File: config.mk
export PLATFORM = sky130hd
export DESIGN_NAME = ucpd_detect
export DESIGN_NICKNAME = d
export VERILOG_FILES = /design/src/design/ucpd_pkg.sv /design/src/design/ucpd_detect.sv /design/src/design/ucpd_timer.sv
export SDC_FILE = /design/constraint.sdc
export NUM_CORES = 1
export LEC_CHECK = 0
export BUFFER_PORTS_ARGS = -buffer_cell sky130_fd_sc_hd__buf_2
export CELL_PAD_IN_SITES_DETAIL_PLACEMENT = 1
export CELL_PAD_IN_SITES_GLOBAL_PLACEMENT = 2
export CORE_MARGIN = 2
export CORE_UTILIZATION = 33
export CTS_CLUSTER_DIAMETER = 120
export DETAILED_ROUTE_END_ITERATION = 12
export GPL_ROUTABILITY_DRIVEN = 0
export HOLD_SLACK_MARGIN = 0.05
export PLACE_DENSITY_LB_ADDON = 0.1
export RECOVER_POWER = 50
export SLEW_MARGIN = 20
export SYNTH_ARGS = -nofsm -noshare
export SYNTH_HDL_FRONTEND = slang
export SYNTH_SLANG_ARGS = --single-unit
File: constraint.sdc
create_clock -name i_mclk -period 3.1 [get_ports i_mclk]
set_clock_uncertainty 0.2 [all_clocks]
set_input_delay 0 -clock i_mclk [delete_from_list [all_inputs] [get_ports i_mclk]]
set_output_delay 0 -clock i_mclk [all_outputs]
set_load 0.01 [all_outputs]
File: src/design/ucpd_pkg.sv
// package: constants and types for the usb charge port detector
package ucpd_pkg;
   // register map (word offsets on the plain port)
   localparam logic [7:0] ADDR_DETECT_CTRL = 8'h04;
   localparam logic [7:0] ADDR_DPLUS_CTRL = 8'h07;
   localparam logic [7:0] ADDR_RESULT = 8'h08;
   localparam int BIT_FORCE_DETECT = 4;
   localparam int BIT_CLEAR_DPLUS = 4;
   // input current limit codes
   localparam logic [2:0] LIM_100MA = 3'h0;
   localparam logic [2:0] LIM_500MA = 3'h1;
   localparam logic [2:0] LIM_1500MA = 3'h2;
   localparam logic [2:0] LIM_EXTERNAL = 3'h3;
   localparam logic [2:0] LIM_HIZ = 3'h4;
   // charge timer codes
   localparam logic [1:0] TMR_NONE = 2'h0;
   localparam logic [1:0] TMR_45MIN = 2'h1;
   localparam logic [1:0] TMR_6HOUR = 2'h2;
   // data contact detect timeout
   localparam int CLK_HZ = 25_000_000;
   localparam int DCD_TIMEOUT_MS = 600;
   localparam int DCD_TIMEOUT_CYCLES = DCD_TIMEOUT_MS * (CLK_HZ / 1000);
   // port types
   typedef enum logic [2:0]
   {
      PT_NONE = 3'h0,
      PT_DCP = 3'h1,
      PT_CDP = 3'h2,
      PT_SDP = 3'h3,
      PT_NONSTD = 3'h4
   } ucpd_port_type;
   // sequencer states, gray along the usual path
   typedef enum logic [2:0]
   {
      ST_IDLE = 3'b000,
      ST_DCD = 3'b001,
      ST_PRIMARY = 3'b011,
      ST_SECONDARY = 3'b010,
      ST_CONFIG = 3'b110,
      ST_NONSTD = 3'b111
   } ucpd_state_type;
endpackage : ucpd_pkg

File: src/design/ucpd_detect.sv
// module: usb charge port type detection sequencer
// Notes on behaviour
// RULE_01 - detection starts by itself only in standalone mode
// RULE_02 - in host mode software sets the force bit to start detection
// RULE_03 - detection in host mode leaves the input current limit unapplied
// RULE_04 - limit-select pins act only after detection and a later pin change
// RULE_05 - sequencer has five primary states
// RULE_06 - vbus arrival outside host mode, or force bit, enters contact detect
// RULE_07 - contact timeout goes to non-standard test, else primary detection
// RULE_08 - primary detection picks dcp/cdp path or sdp/non-standard path
// RULE_09 - non-standard test pass goes to configure, fail to primary
// RULE_10 - secondary resolves dcp, cdp, sdp or non-standard then configures
// RULE_11 - configure sets input limit and charge timer by port type
// RULE_12 - limits: dcp external, dead 100ma, cdp 1500ma, sdp hi-z, other 500ma
// RULE_13 - timers: 6 hours, dead battery 45 minutes, good sdp none
// RULE_14 - dead battery unconnected device draws at most 100ma
// RULE_15 - d+ source driven during battery wakeup
// RULE_16 - software writing clear bit removes the d+ source; the code lets configure override a clear written in the same cycle
// RULE_17 - system connects to host within one second after clear
// RULE_18 - accessory adapters unidentified; default to 500ma
// RULE_19 - result held until next vbus arrival or force request
//
// Chosen here: the plain strobed port and the address map.
`timescale 1ns/1ns
`default_nettype none
module ucpd_detect
#(
   parameter int DCD_CYCLES = ucpd_pkg::DCD_TIMEOUT_CYCLES
)
(
   // clock and reset
   input wire logic i_mclk,
   input wire logic i_sys_rst,
   // register port
   input wire logic [7:0] i_addr,
   input wire logic [7:0] i_wdata,
   input wire logic i_wr,
   input wire logic i_rd,
   output logic [7:0] o_rdata,
   // mode and supply
   input wire logic i_host_mode,
   input wire logic i_vbus,
   input wire logic i_batt_good,
   // line comparator results and limit-select pins
   input wire logic i_data_contact,
   input wire logic i_primary_charger,
   input wire logic i_secondary_dcp,
   input wire logic i_secondary_nonstd,
   input wire logic i_nonstd_pass,
   input wire logic i_limit_select_lo,
   input wire logic i_limit_select_hi,
   // results
   output logic o_dplus_source,
   output logic [2:0] o_current_limit,
   output logic o_limit_apply,
   output logic [1:0] o_charge_timer,
   output logic [2:0] o_port_type,
   output logic o_detect_busy
);
   localparam int TW = 25;

   typedef struct packed
   {
      ucpd_pkg::ucpd_state_type state;
      ucpd_pkg::ucpd_port_type port;
      logic dcp_path;
      logic host_run;
      logic vbus_q;
      logic done_once;
      logic [1:0] sel_q;
      logic pins_live;
      logic [2:0] limit;
      logic apply;
      logic [1:0] timer;
      logic dplus;
      logic [7:0] rdata;
      logic tmr_start;
      logic busy;
   } ucpd_st_type;
   ucpd_st_type st_reg;
   ucpd_st_type st_next;
   logic dcd_expired;

   // settings lookup by port and battery
   function automatic logic [2:0] limit_of(input ucpd_pkg::ucpd_port_type p, input logic good);
      if (p == ucpd_pkg::PT_DCP)
         limit_of = ucpd_pkg::LIM_EXTERNAL;
      else if ((p == ucpd_pkg::PT_CDP || p == ucpd_pkg::PT_SDP) && !good)
         limit_of = ucpd_pkg::LIM_100MA;
      else if (p == ucpd_pkg::PT_CDP)
         limit_of = ucpd_pkg::LIM_1500MA;
      else if (p == ucpd_pkg::PT_SDP)
         limit_of = ucpd_pkg::LIM_HIZ;
      else
         limit_of = ucpd_pkg::LIM_500MA;
   endfunction : limit_of

   function automatic logic [1:0] timer_of(input ucpd_pkg::ucpd_port_type p, input logic good);
      if ((p == ucpd_pkg::PT_CDP || p == ucpd_pkg::PT_SDP) && !good)
         timer_of = ucpd_pkg::TMR_45MIN;
      else if (p == ucpd_pkg::PT_SDP)
         timer_of = ucpd_pkg::TMR_NONE;
      else
         timer_of = ucpd_pkg::TMR_6HOUR;
   endfunction : timer_of

   function automatic logic [2:0] pin_limit(input logic [1:0] sel);
      if (sel == 2'h0)
         pin_limit = ucpd_pkg::LIM_500MA;
      else if (sel == 2'h1)
         pin_limit = ucpd_pkg::LIM_EXTERNAL;
      else if (sel == 2'h2)
         pin_limit = ucpd_pkg::LIM_100MA;
      else
         pin_limit = ucpd_pkg::LIM_HIZ;
   endfunction : pin_limit

   ucpd_timer
   #(
      .WIDTH(TW)
   )
   u_dcd_timer
   (
      .i_mclk(i_mclk),
      .i_sys_rst(i_sys_rst),
      .i_start(st_reg.tmr_start),
      .i_load(TW'(DCD_CYCLES)),
      .i_stop(st_reg.state != ucpd_pkg::ST_DCD),
      .o_expired(dcd_expired)
   );

   //------------------------------------------------------------
   // next-state logic
   //------------------------------------------------------------
   always_comb
   begin
      logic vbus_rise;
      logic force_req;
      logic [1:0] sel;
      vbus_rise = 1'b0;
      force_req = 1'b0;
      sel = {i_limit_select_hi, i_limit_select_lo};
      st_next = st_reg;
      st_next.tmr_start = 1'b0;
      st_next.vbus_q = i_vbus;
      st_next.sel_q = sel;
      // RULE_01 vbus start only standalone
      vbus_rise = i_vbus && !st_reg.vbus_q && !i_host_mode;
      // RULE_02 host forced run
      force_req = i_wr && i_addr == ucpd_pkg::ADDR_DETECT_CTRL && i_host_mode
                  && i_wdata[ucpd_pkg::BIT_FORCE_DETECT];
      // RULE_16 clear d+ source
      if (i_wr && i_addr == ucpd_pkg::ADDR_DPLUS_CTRL && i_wdata[ucpd_pkg::BIT_CLEAR_DPLUS])
      begin
         st_next.dplus = 1'b0;
      end
      // RULE_04 pins after detection and change
      if (st_reg.done_once && st_reg.state == ucpd_pkg::ST_IDLE && sel != st_reg.sel_q
          && !i_host_mode)
      begin
         st_next.pins_live = 1'b1;
      end
      if (st_reg.pins_live && st_reg.state == ucpd_pkg::ST_IDLE && !i_host_mode)
      begin
         st_next.limit = pin_limit(sel);
         st_next.apply = 1'b1;
      end
      // RULE_05 sequencer: idle plus five detection states
      case (st_reg.state)
         ucpd_pkg::ST_DCD:
         begin
            // RULE_07 contact or timeout
            if (dcd_expired)
               st_next.state = ucpd_pkg::ST_NONSTD;
            else if (i_data_contact)
               st_next.state = ucpd_pkg::ST_PRIMARY;
         end
         ucpd_pkg::ST_PRIMARY:
         begin
            // RULE_08 choose secondary path
            st_next.dcp_path = i_primary_charger;
            st_next.state = ucpd_pkg::ST_SECONDARY;
         end
         ucpd_pkg::ST_SECONDARY:
         begin
            // RULE_10 resolve port type
            if (st_reg.dcp_path)
               st_next.port = i_secondary_dcp ? ucpd_pkg::PT_DCP : ucpd_pkg::PT_CDP;
            else
               st_next.port = i_secondary_nonstd ? ucpd_pkg::PT_NONSTD : ucpd_pkg::PT_SDP;
            st_next.state = ucpd_pkg::ST_CONFIG;
         end
         ucpd_pkg::ST_NONSTD:
         begin
            // RULE_09 pass or retry primary
            if (i_nonstd_pass)
            begin
               st_next.port = ucpd_pkg::PT_NONSTD;
               st_next.state = ucpd_pkg::ST_CONFIG;
            end
            else
               st_next.state = ucpd_pkg::ST_PRIMARY;
         end
         ucpd_pkg::ST_CONFIG:
         begin
            // RULE_11 RULE_12 RULE_18 apply settings
            st_next.limit = limit_of(st_reg.port, i_batt_good);
            // RULE_13 charge timer
            st_next.timer = timer_of(st_reg.port, i_batt_good);
            // RULE_03 no limit in host run
            st_next.apply = !st_reg.host_run;
            // RULE_14 RULE_15 dead battery d+ source
            st_next.dplus = !i_batt_good && (st_reg.port == ucpd_pkg::PT_CDP
                            || st_reg.port == ucpd_pkg::PT_SDP);
            st_next.done_once = 1'b1;
            st_next.pins_live = 1'b0;
            st_next.state = ucpd_pkg::ST_IDLE;
         end
         default:
         begin
            // RULE_19 hold result while idle
            st_next.state = ucpd_pkg::ST_IDLE;
         end
      endcase
      // RULE_06 enter contact detect
      if (vbus_rise || force_req)
      begin
         st_next.state = ucpd_pkg::ST_DCD;
         st_next.host_run = force_req;
         st_next.tmr_start = 1'b1;
         st_next.port = ucpd_pkg::PT_NONE;
      end
      // read data
      st_next.rdata = 8'h00;
      if (i_rd)
      begin
         if (i_addr == ucpd_pkg::ADDR_DETECT_CTRL)
            st_next.rdata = {7'h00, st_reg.state != ucpd_pkg::ST_IDLE};
         else if (i_addr == ucpd_pkg::ADDR_DPLUS_CTRL)
            st_next.rdata = {7'h00, st_reg.dplus};
         else if (i_addr == ucpd_pkg::ADDR_RESULT)
            st_next.rdata = {st_reg.timer, st_reg.limit, st_reg.port};
      end
      // registered busy flag
      st_next.busy = st_next.state != ucpd_pkg::ST_IDLE;
   end

   always_ff @(posedge i_mclk)
   begin
      if (i_sys_rst)
      begin
         st_reg <= '0;
         st_reg.limit <= ucpd_pkg::LIM_100MA;
      end
      else
      begin
         st_reg <= st_next;
      end
   end

   assign o_rdata = st_reg.rdata;
   assign o_dplus_source = st_reg.dplus;
   assign o_current_limit = st_reg.limit;
   assign o_limit_apply = st_reg.apply;
   assign o_charge_timer = st_reg.timer;
   assign o_port_type = st_reg.port;
   assign o_detect_busy = st_reg.busy;

   //------------------------------------------------------------
   // checks
   //------------------------------------------------------------
   chk_host_no_apply: assert property (@(posedge i_mclk) disable iff (i_sys_rst) // RULE_03
      st_reg.state == ucpd_pkg::ST_CONFIG && st_reg.host_run |=> !o_limit_apply)
      else $error("limit applied after host run");
   chk_force_enters: assert property (@(posedge i_mclk) disable iff (i_sys_rst) // RULE_02
      i_wr && i_host_mode && i_addr == ucpd_pkg::ADDR_DETECT_CTRL
      && i_wdata[ucpd_pkg::BIT_FORCE_DETECT] |=> st_reg.state == ucpd_pkg::ST_DCD)
      else $error("forced detect not started");
   chk_vbus_enters: assert property (@(posedge i_mclk) disable iff (i_sys_rst) // RULE_06
      $rose(i_vbus) && !i_host_mode |=> st_reg.state == ucpd_pkg::ST_DCD)
      else $error("vbus did not start detect");
   chk_dcd_timeout: assert property (@(posedge i_mclk) disable iff (i_sys_rst) // RULE_07
      st_reg.state == ucpd_pkg::ST_DCD && dcd_expired && !i_wr
      && !(i_vbus && !st_reg.vbus_q) |=>
      st_reg.state == ucpd_pkg::ST_NONSTD)
      else $error("timeout did not reach nonstd");
   chk_nonstd_fail: assert property (@(posedge i_mclk) disable iff (i_sys_rst) // RULE_09
      st_reg.state == ucpd_pkg::ST_NONSTD && !i_nonstd_pass && !i_wr
      && !(i_vbus && !st_reg.vbus_q) |=>
      st_reg.state == ucpd_pkg::ST_PRIMARY)
      else $error("nonstd fail did not retry");
   chk_cdp_limit: assert property (@(posedge i_mclk) disable iff (i_sys_rst) // RULE_12
      st_reg.state == ucpd_pkg::ST_CONFIG && st_reg.port == ucpd_pkg::PT_CDP && i_batt_good
      |=> o_current_limit == ucpd_pkg::LIM_1500MA && o_charge_timer == ucpd_pkg::TMR_6HOUR)
      else $error("cdp settings wrong");
   chk_dead_limit: assert property (@(posedge i_mclk) disable iff (i_sys_rst) // RULE_14
      st_reg.state == ucpd_pkg::ST_CONFIG && !i_batt_good && st_reg.port == ucpd_pkg::PT_SDP
      |=> o_current_limit == ucpd_pkg::LIM_100MA && o_dplus_source
      && o_charge_timer == ucpd_pkg::TMR_45MIN)
      else $error("dead battery settings wrong");
   chk_dplus_clear: assert property (@(posedge i_mclk) disable iff (i_sys_rst) // RULE_16
      i_wr && i_addr == ucpd_pkg::ADDR_DPLUS_CTRL && i_wdata[ucpd_pkg::BIT_CLEAR_DPLUS]
      && st_reg.state != ucpd_pkg::ST_CONFIG |=> !o_dplus_source)
      else $error("d+ source not cleared");
   chk_secondary_cfg: assert property (@(posedge i_mclk) disable iff (i_sys_rst) // RULE_10
      st_reg.state == ucpd_pkg::ST_SECONDARY && !i_wr && !($rose(i_vbus)) ##1 !$rose(i_vbus)
      |-> st_reg.state == ucpd_pkg::ST_CONFIG)
      else $error("secondary did not configure");
endmodule : ucpd_detect
`default_nettype wire

File: src/design/ucpd_timer.sv
// module: load-and-count-down timeout counter
`timescale 1ns/1ns
`default_nettype none
module ucpd_timer
#(
   parameter int WIDTH = 25
)
(
   // clock and reset
   input wire logic i_mclk,
   input wire logic i_sys_rst,
   // control
   input wire logic i_start,
   input wire logic [WIDTH-1:0] i_load,
   input wire logic i_stop,
   // status
   output logic o_expired
);
   typedef struct packed
   {
      logic [WIDTH-1:0] count;
      logic running;
      logic expired;
   } ucpd_tmr_type;
   ucpd_tmr_type tmr_reg;
   ucpd_tmr_type tmr_next;

   always_comb
   begin
      tmr_next = tmr_reg;
      tmr_next.expired = 1'b0;
      if (i_start)
      begin
         tmr_next.count = i_load;
         tmr_next.running = 1'b1;
      end
      else if (i_stop)
      begin
         tmr_next.running = 1'b0;
      end
      else if (tmr_reg.running)
      begin
         if (tmr_reg.count == '0)
         begin
            tmr_next.running = 1'b0;
            tmr_next.expired = 1'b1;
         end
         else
         begin
            tmr_next.count = tmr_reg.count - 1'b1;
         end
      end
   end

   always_ff @(posedge i_mclk)
   begin
      if (i_sys_rst)
      begin
         tmr_reg <= '0;
      end
      else
      begin
         tmr_reg <= tmr_next;
      end
   end

   assign o_expired = tmr_reg.expired;
endmodule : ucpd_timer
`default_nettype wire

# After elaboration in Yosys (flattened, before gate mapping)
# Cells that the tools add are included.
word_totals:
  reg_bits: 57
  in_bits: 30
  out_inout_bits: 19
  wordCells: 113
classes:
  addsub: 1
  eq_ne: 18
  n_mux: 32
  bitwise: 5
  reduce_logical: 37
ops:
  columns: ["operator", "n"]
  rows:
  - ["$mux 24", 2]
  - ["$mux 3", 13]
  - ["$mux 26", 1]
  - ["$logic_not 25->1", 1]
  - ["$mux 25", 1]
  - ["$sub 25x1->25 const B", 1]
  - ["$eq 8x3->1 const B", 2]
  - ["$logic_and 1x1->1", 13]
  - ["$eq 3x2->1 const B", 4]
  - ["$pmux 3 s4", 1]
  - ["$eq 8x4->1 const B", 1]
  - ["$mux 2", 4]
  - ["$reduce_bool 2->1", 4]
  - ["$reduce_or 2->1", 4]
  - ["$mux 7", 1]
  - ["$eq 3x1->1 const B", 2]
  - ["$eq 3x3->1 const B", 2]
  - ["$mux 1", 6]
  - ["$mux 6", 1]
  - ["$ne 2x2->1 const B", 3]
  - ["$pmux 3 s2", 1]
  - ["$reduce_and 3->1", 2]
  - ["$reduce_bool 3->1", 2]
  - ["$not 1->1", 5]
  - ["12 further kinds", 16]

# Logic depth before layout (Yosys ltp)
logic_depth:
  depth_word: 7
  ltp_mapped: 8
  depth_no_buf: 7

# By module
# From an unflattened synthesis, not the netlist that was laid out.
hier_totals:
  cells_unflattened: 362
  hier_area_um2: 3055.4
modules_own_cells:
  columns: ["mod", "n_inst", "cells_per_inst", "area_per_inst_um2", "seq_area_each_um2"]
  rows:
  - ["ucpd_timer", 1, 202, 1656.6, 540.5]
  - ["ucpd_detect", 1, 160, 1398.8, 600.6]

# Worst setup path before layout
# OpenSTA, ideal clock, no wires.
synth_path:
  path_kind: "register to register"
  from: "register u_dcd_timer.tmr_reg[15] (netlist bit)"
  to: "register u_dcd_timer.tmr_reg[11] (netlist bit)"
  setup_time_ns: 0.128
  arrival_ns: 2.002
  required_time_ns: 2.772
  slack_ns: 0.770
  path_stages_with_launch: 9
  n_path_buf: 3
  synth_period_minus_slack_ns: 2.330
  path_cell_list: "dfxtp_1 -> or4_1 -> buf_2 -> or3_1 -> buf_6 -> buf_6 -> o2111ai_1 -> xor2_1 -> nor2_1"
synth_between:
  elab_chain_len: 3
synth_rtl:
  columns: ["item", "line", "rtl"]
  rows:
  - ["start: declaration", "ucpd_timer.sv:25", "ucpd_tmr_type tmr_reg;"]
  - ["start signal: assignment", "ucpd_timer.sv:63", "tmr_reg <= tmr_next;"]
  - ["$logic_not 25->1", "ucpd_timer.sv:43", "if (tmr_reg.count == '0)"]
  - ["$not 1->1 (no source line)", null, null]
  - ["$reduce_and 3->1 (no source line)", null, null]
# Every way passes these cells.
# A chain may end at the register's enable or synchronous reset.

# Worst setup path in the final report
layout_path:
  from: "input port i_addr[6]"
  to: "register st_reg[22] (netlist bit)"
layout_between:
  elab_chain_len: 5
layout_rtl:
  columns: ["item", "line", "rtl"]
  rows:
  - ["start: declaration", "ucpd_detect.sv:35", "input wire logic [7:0] i_addr,"]
  - ["$eq 8x3->1 (*)", "ucpd_detect.sv:150", "force_req = i_wr && i_addr == ucpd_pkg::ADDR_DETECT_CTRL && i_host_mode"]
  - ["$logic_and 1x1->1 (*) (2 in series)", "ucpd_detect.sv:150", null]
  - ["$logic_and 1x1->1 (*)", "ucpd_detect.sv:151", "&& i_wdata[ucpd_pkg::BIT_FORCE_DETECT];"]
  - ["$logic_or 1x1->1", "ucpd_detect.sv:226", "if (vbus_rise || force_req)"]
  - ["end signal: assignment", "ucpd_detect.sv:257", "st_reg <= st_next;"]
  - ["end: declaration", "ucpd_detect.sv:80", "ucpd_st_type st_reg;"]
# Mark *: on every way between the ends. The rest lies on a longest branch, timed or not.

==> metrics.cfg <==
[pwr]
p_leak_nw = 1.28
power_density_nw_per_um2 = 518
vdd_drop_max_v = 0.000223
finalPower_w = 0.00178

[finish]
drive_gt1_frac = 0.160
area_delta_synth_final_pct = 24.8
largest_reg_flops = 26
diodes = 0
nNetsFinal = 403

[clock_network]
clk_pin_slew_ns = 0.08
htree_num_levels = 3
numCtsBuffers = 9
cts_tree = done
clk_path_buf_depth = 2
clock-sinks = 57
root_buffer = clkbuf_8
cts_setup_buffers = 0
worstSkewPairLatency_ns = 0.35

[grt]
grt-ovfl-total = 0
grt_pass1_wl_mm = 12.3
grt_max_degree = 28
antenna_found_initial = 0
grt_util_all_layers = 0.177
grt_pass1_vias = 2554

[setup_path]
cp_data_required_time_ns = 3.19
cp_data_arrival_time_ns = 3.04
max_stage_delay_ns = 0.65
cp_top_family = buffers and inverters
crit_top_cell = dlygate4sd3_1
cp_slowest_cell = dlygate4sd3_1
start_kind = input port
cp-end-kind = register
path_buf_inv = 5
crit_fanout = 3
cp_cell_sequence = dlygate4sd3_1, buf_2, nor4_1, dlygate4sd3_1, nand4_1, dlygate4sd3_1, a21oi_1, dlygate4sd3_1
reg2reg_slack_ns = 0.25
worstSetupPathType = input port to register

[timing]
fin_crit_ns = 2.94
drv_slew = 0
finalHoldViolCount = 0
tns_ns = 0
setup_viol = 0
max_slew_margin = 0.124
tightest_slew_ns = 1.31
timing.final.crit_share = 0.950
fin_ws_ns = 0.156
rsz0062_at_grt = false
fmax_mhz = 340

[yosys]
yosysUniqueCellTypes = 53
synthesis.nets = 346
yosys.area_share.adder = 0.00908
synth.area.top_cells = dfxtp_1 41%, a21oi_1 4.5%, xor2_1 4.4%, buf_4 4.4%, nor2_1 3.9%
netlist_instances = 314
synth.avg_cell_area_um2 = 8.78
synthArstFlopShare = 0
synth_xor_area_frac = 0.0540
synth_enable_flop_cells = 0
synthSimpleGateAreaFrac = 0.251
synth_warnings = 0
muxShareOfSynthArea = 0.0150
netlist.area_leader.share = 0.414
yosys-top-cells-count = 57 x dfxtp_1, 29 x nor2_1, 25 x a21oi_1, 18 x nand2_1, 16 x buf_4
yosysTopAreaCell = dfxtp_1
seq_area_frac_synth = 0.414
syn_area_um2 = 2760
ys_ff_latch = 57
synth_compound_area_frac = 0.174
yosysMostFrequentCell = dfxtp_1
synth-main-ff-cell = dfxtp_1
synth_top_family_by_area = simple AND/OR/NAND/NOR gates

[detailed_routing]
drt-total-wl_mm = 7.35
route.detailed.drc = 0
drt_iter0_drc = 37
wire_per_inst_um = 15.3
via_count = 2479
ant_nets = 0
viasPerCell = 5.15
firstDrtPassIters = 4

[floorplanning]
ios = 49
die_y_um = 95.4
core_region_area_um2 = 8180
start_util = 0.337
dieArea_um2 = 9100
rows = 33
die_width_um = 95.4

[placed_design]
dp_slack_ns = 0.479
place_hpwl_mm = 4.89
port_buffers = 41

[run_status]
outcome = completed

[run]
maxCapViolations = 0

[min_path]
worstHoldPathType = input port to register

-- power by group --
part | internal, W | switching [W]
Sequential | 0.000746 | 0.0000171
Clock | 0.000461 | 0.000361
Combinational | 0.0000836 | 0.000113
Total | 0.00129 | 0.000491
-- layer usage --
| layer | wire length (µm) | vias up | track usage |
|---|---|---|---|
| met5 | 0 | - | 0 |
| met4 | 140 | 0 | 0.0786 |
| met3 | 259 | 11 | 0.0308 |
| met2 | 3650 | 37 | 0.317 |
| met1 | 3300 | 1212 | 0.205 |
| li1 | - | 1219 | - |
-- metrics by stage --
step                      hold WS (ns)  cells   util  area [µm²]
after floorplan                -0.0718    314      -        2760
after global placement          0.0411    436  0.361        2950
after detailed placement        0.0489    436  0.361        2950
after CTS                        0.118    481  0.424        3470
after global routing             0.138    481  0.421        3440
final                            0.112    481  0.421        3440
-- worst min-delay path: cells and delay by family --
kind	cells	cell delay [ns]
simple gates	3	0.52
buf+inv	1	0.10
-- logic make-up after synthesis --
group                    count (synthesis)
AO/OA/AOI/OAI                           69
XOR/XNOR                                17
buffers and inverters                   41
adder cells (fa/ha/maj)                  2
multiplexers                             4
flip-flops                              57
AND/OR/NAND/NOR                        124
-- worst paths after layout --
kind / from / endpoint / cells after the start
worst max register to register: st_reg[29] / o_dplus_source / 6
worst max-delay path: i_addr[6] / st_reg[22] / 8
worst min-delay path: i_addr[3] / o_rdata[5] / 4
worst min register to register: st_reg[22] / o_limit_apply / 1
-- timing repair --
item,CTS,global route
hold endpoints to repair,39,0
hold buffers,29,0
gates resized for setup,0,0
-- final cells by class --
cell class / count / area, µm²
fill: 980 / 4730
multi-input combinational: 216 / 1390
sequential: 57 / 1140
timing repair buffer: 77 / 519
tap: 105 / 131
clock buffer: 9 / 124
clock inverter: 7 / 103
inverter: 10 / 37.5
-- placed cells by master, fill, tap and decap left out, types with 3 or more instances in the layout --
cell	instances
xnor2_1	3
nor2_1	29
o211ai_2	5
and2_1	8
or3_1	6
nor3_1	14
o211ai_1	3
nand3_1	6
xor2_1	14
a31oi_1	5
or4_1	6
o21ai_0	7
a21oi_1	25
nor4_1	6
o2111ai_1	5
o31ai_1	3
clkbuf_1	21
inv_1	10
dfxtp_1	57
o21ai_1	3
mux2i_1	3
clkbuf_8	9
nand4_1	4
buf_2	21
dlygate4sd3_1	29
nand2b_1	3
nand2_1	18
buf_4	6
nor2b_1	7
Power figures use the tool's default switching activity.
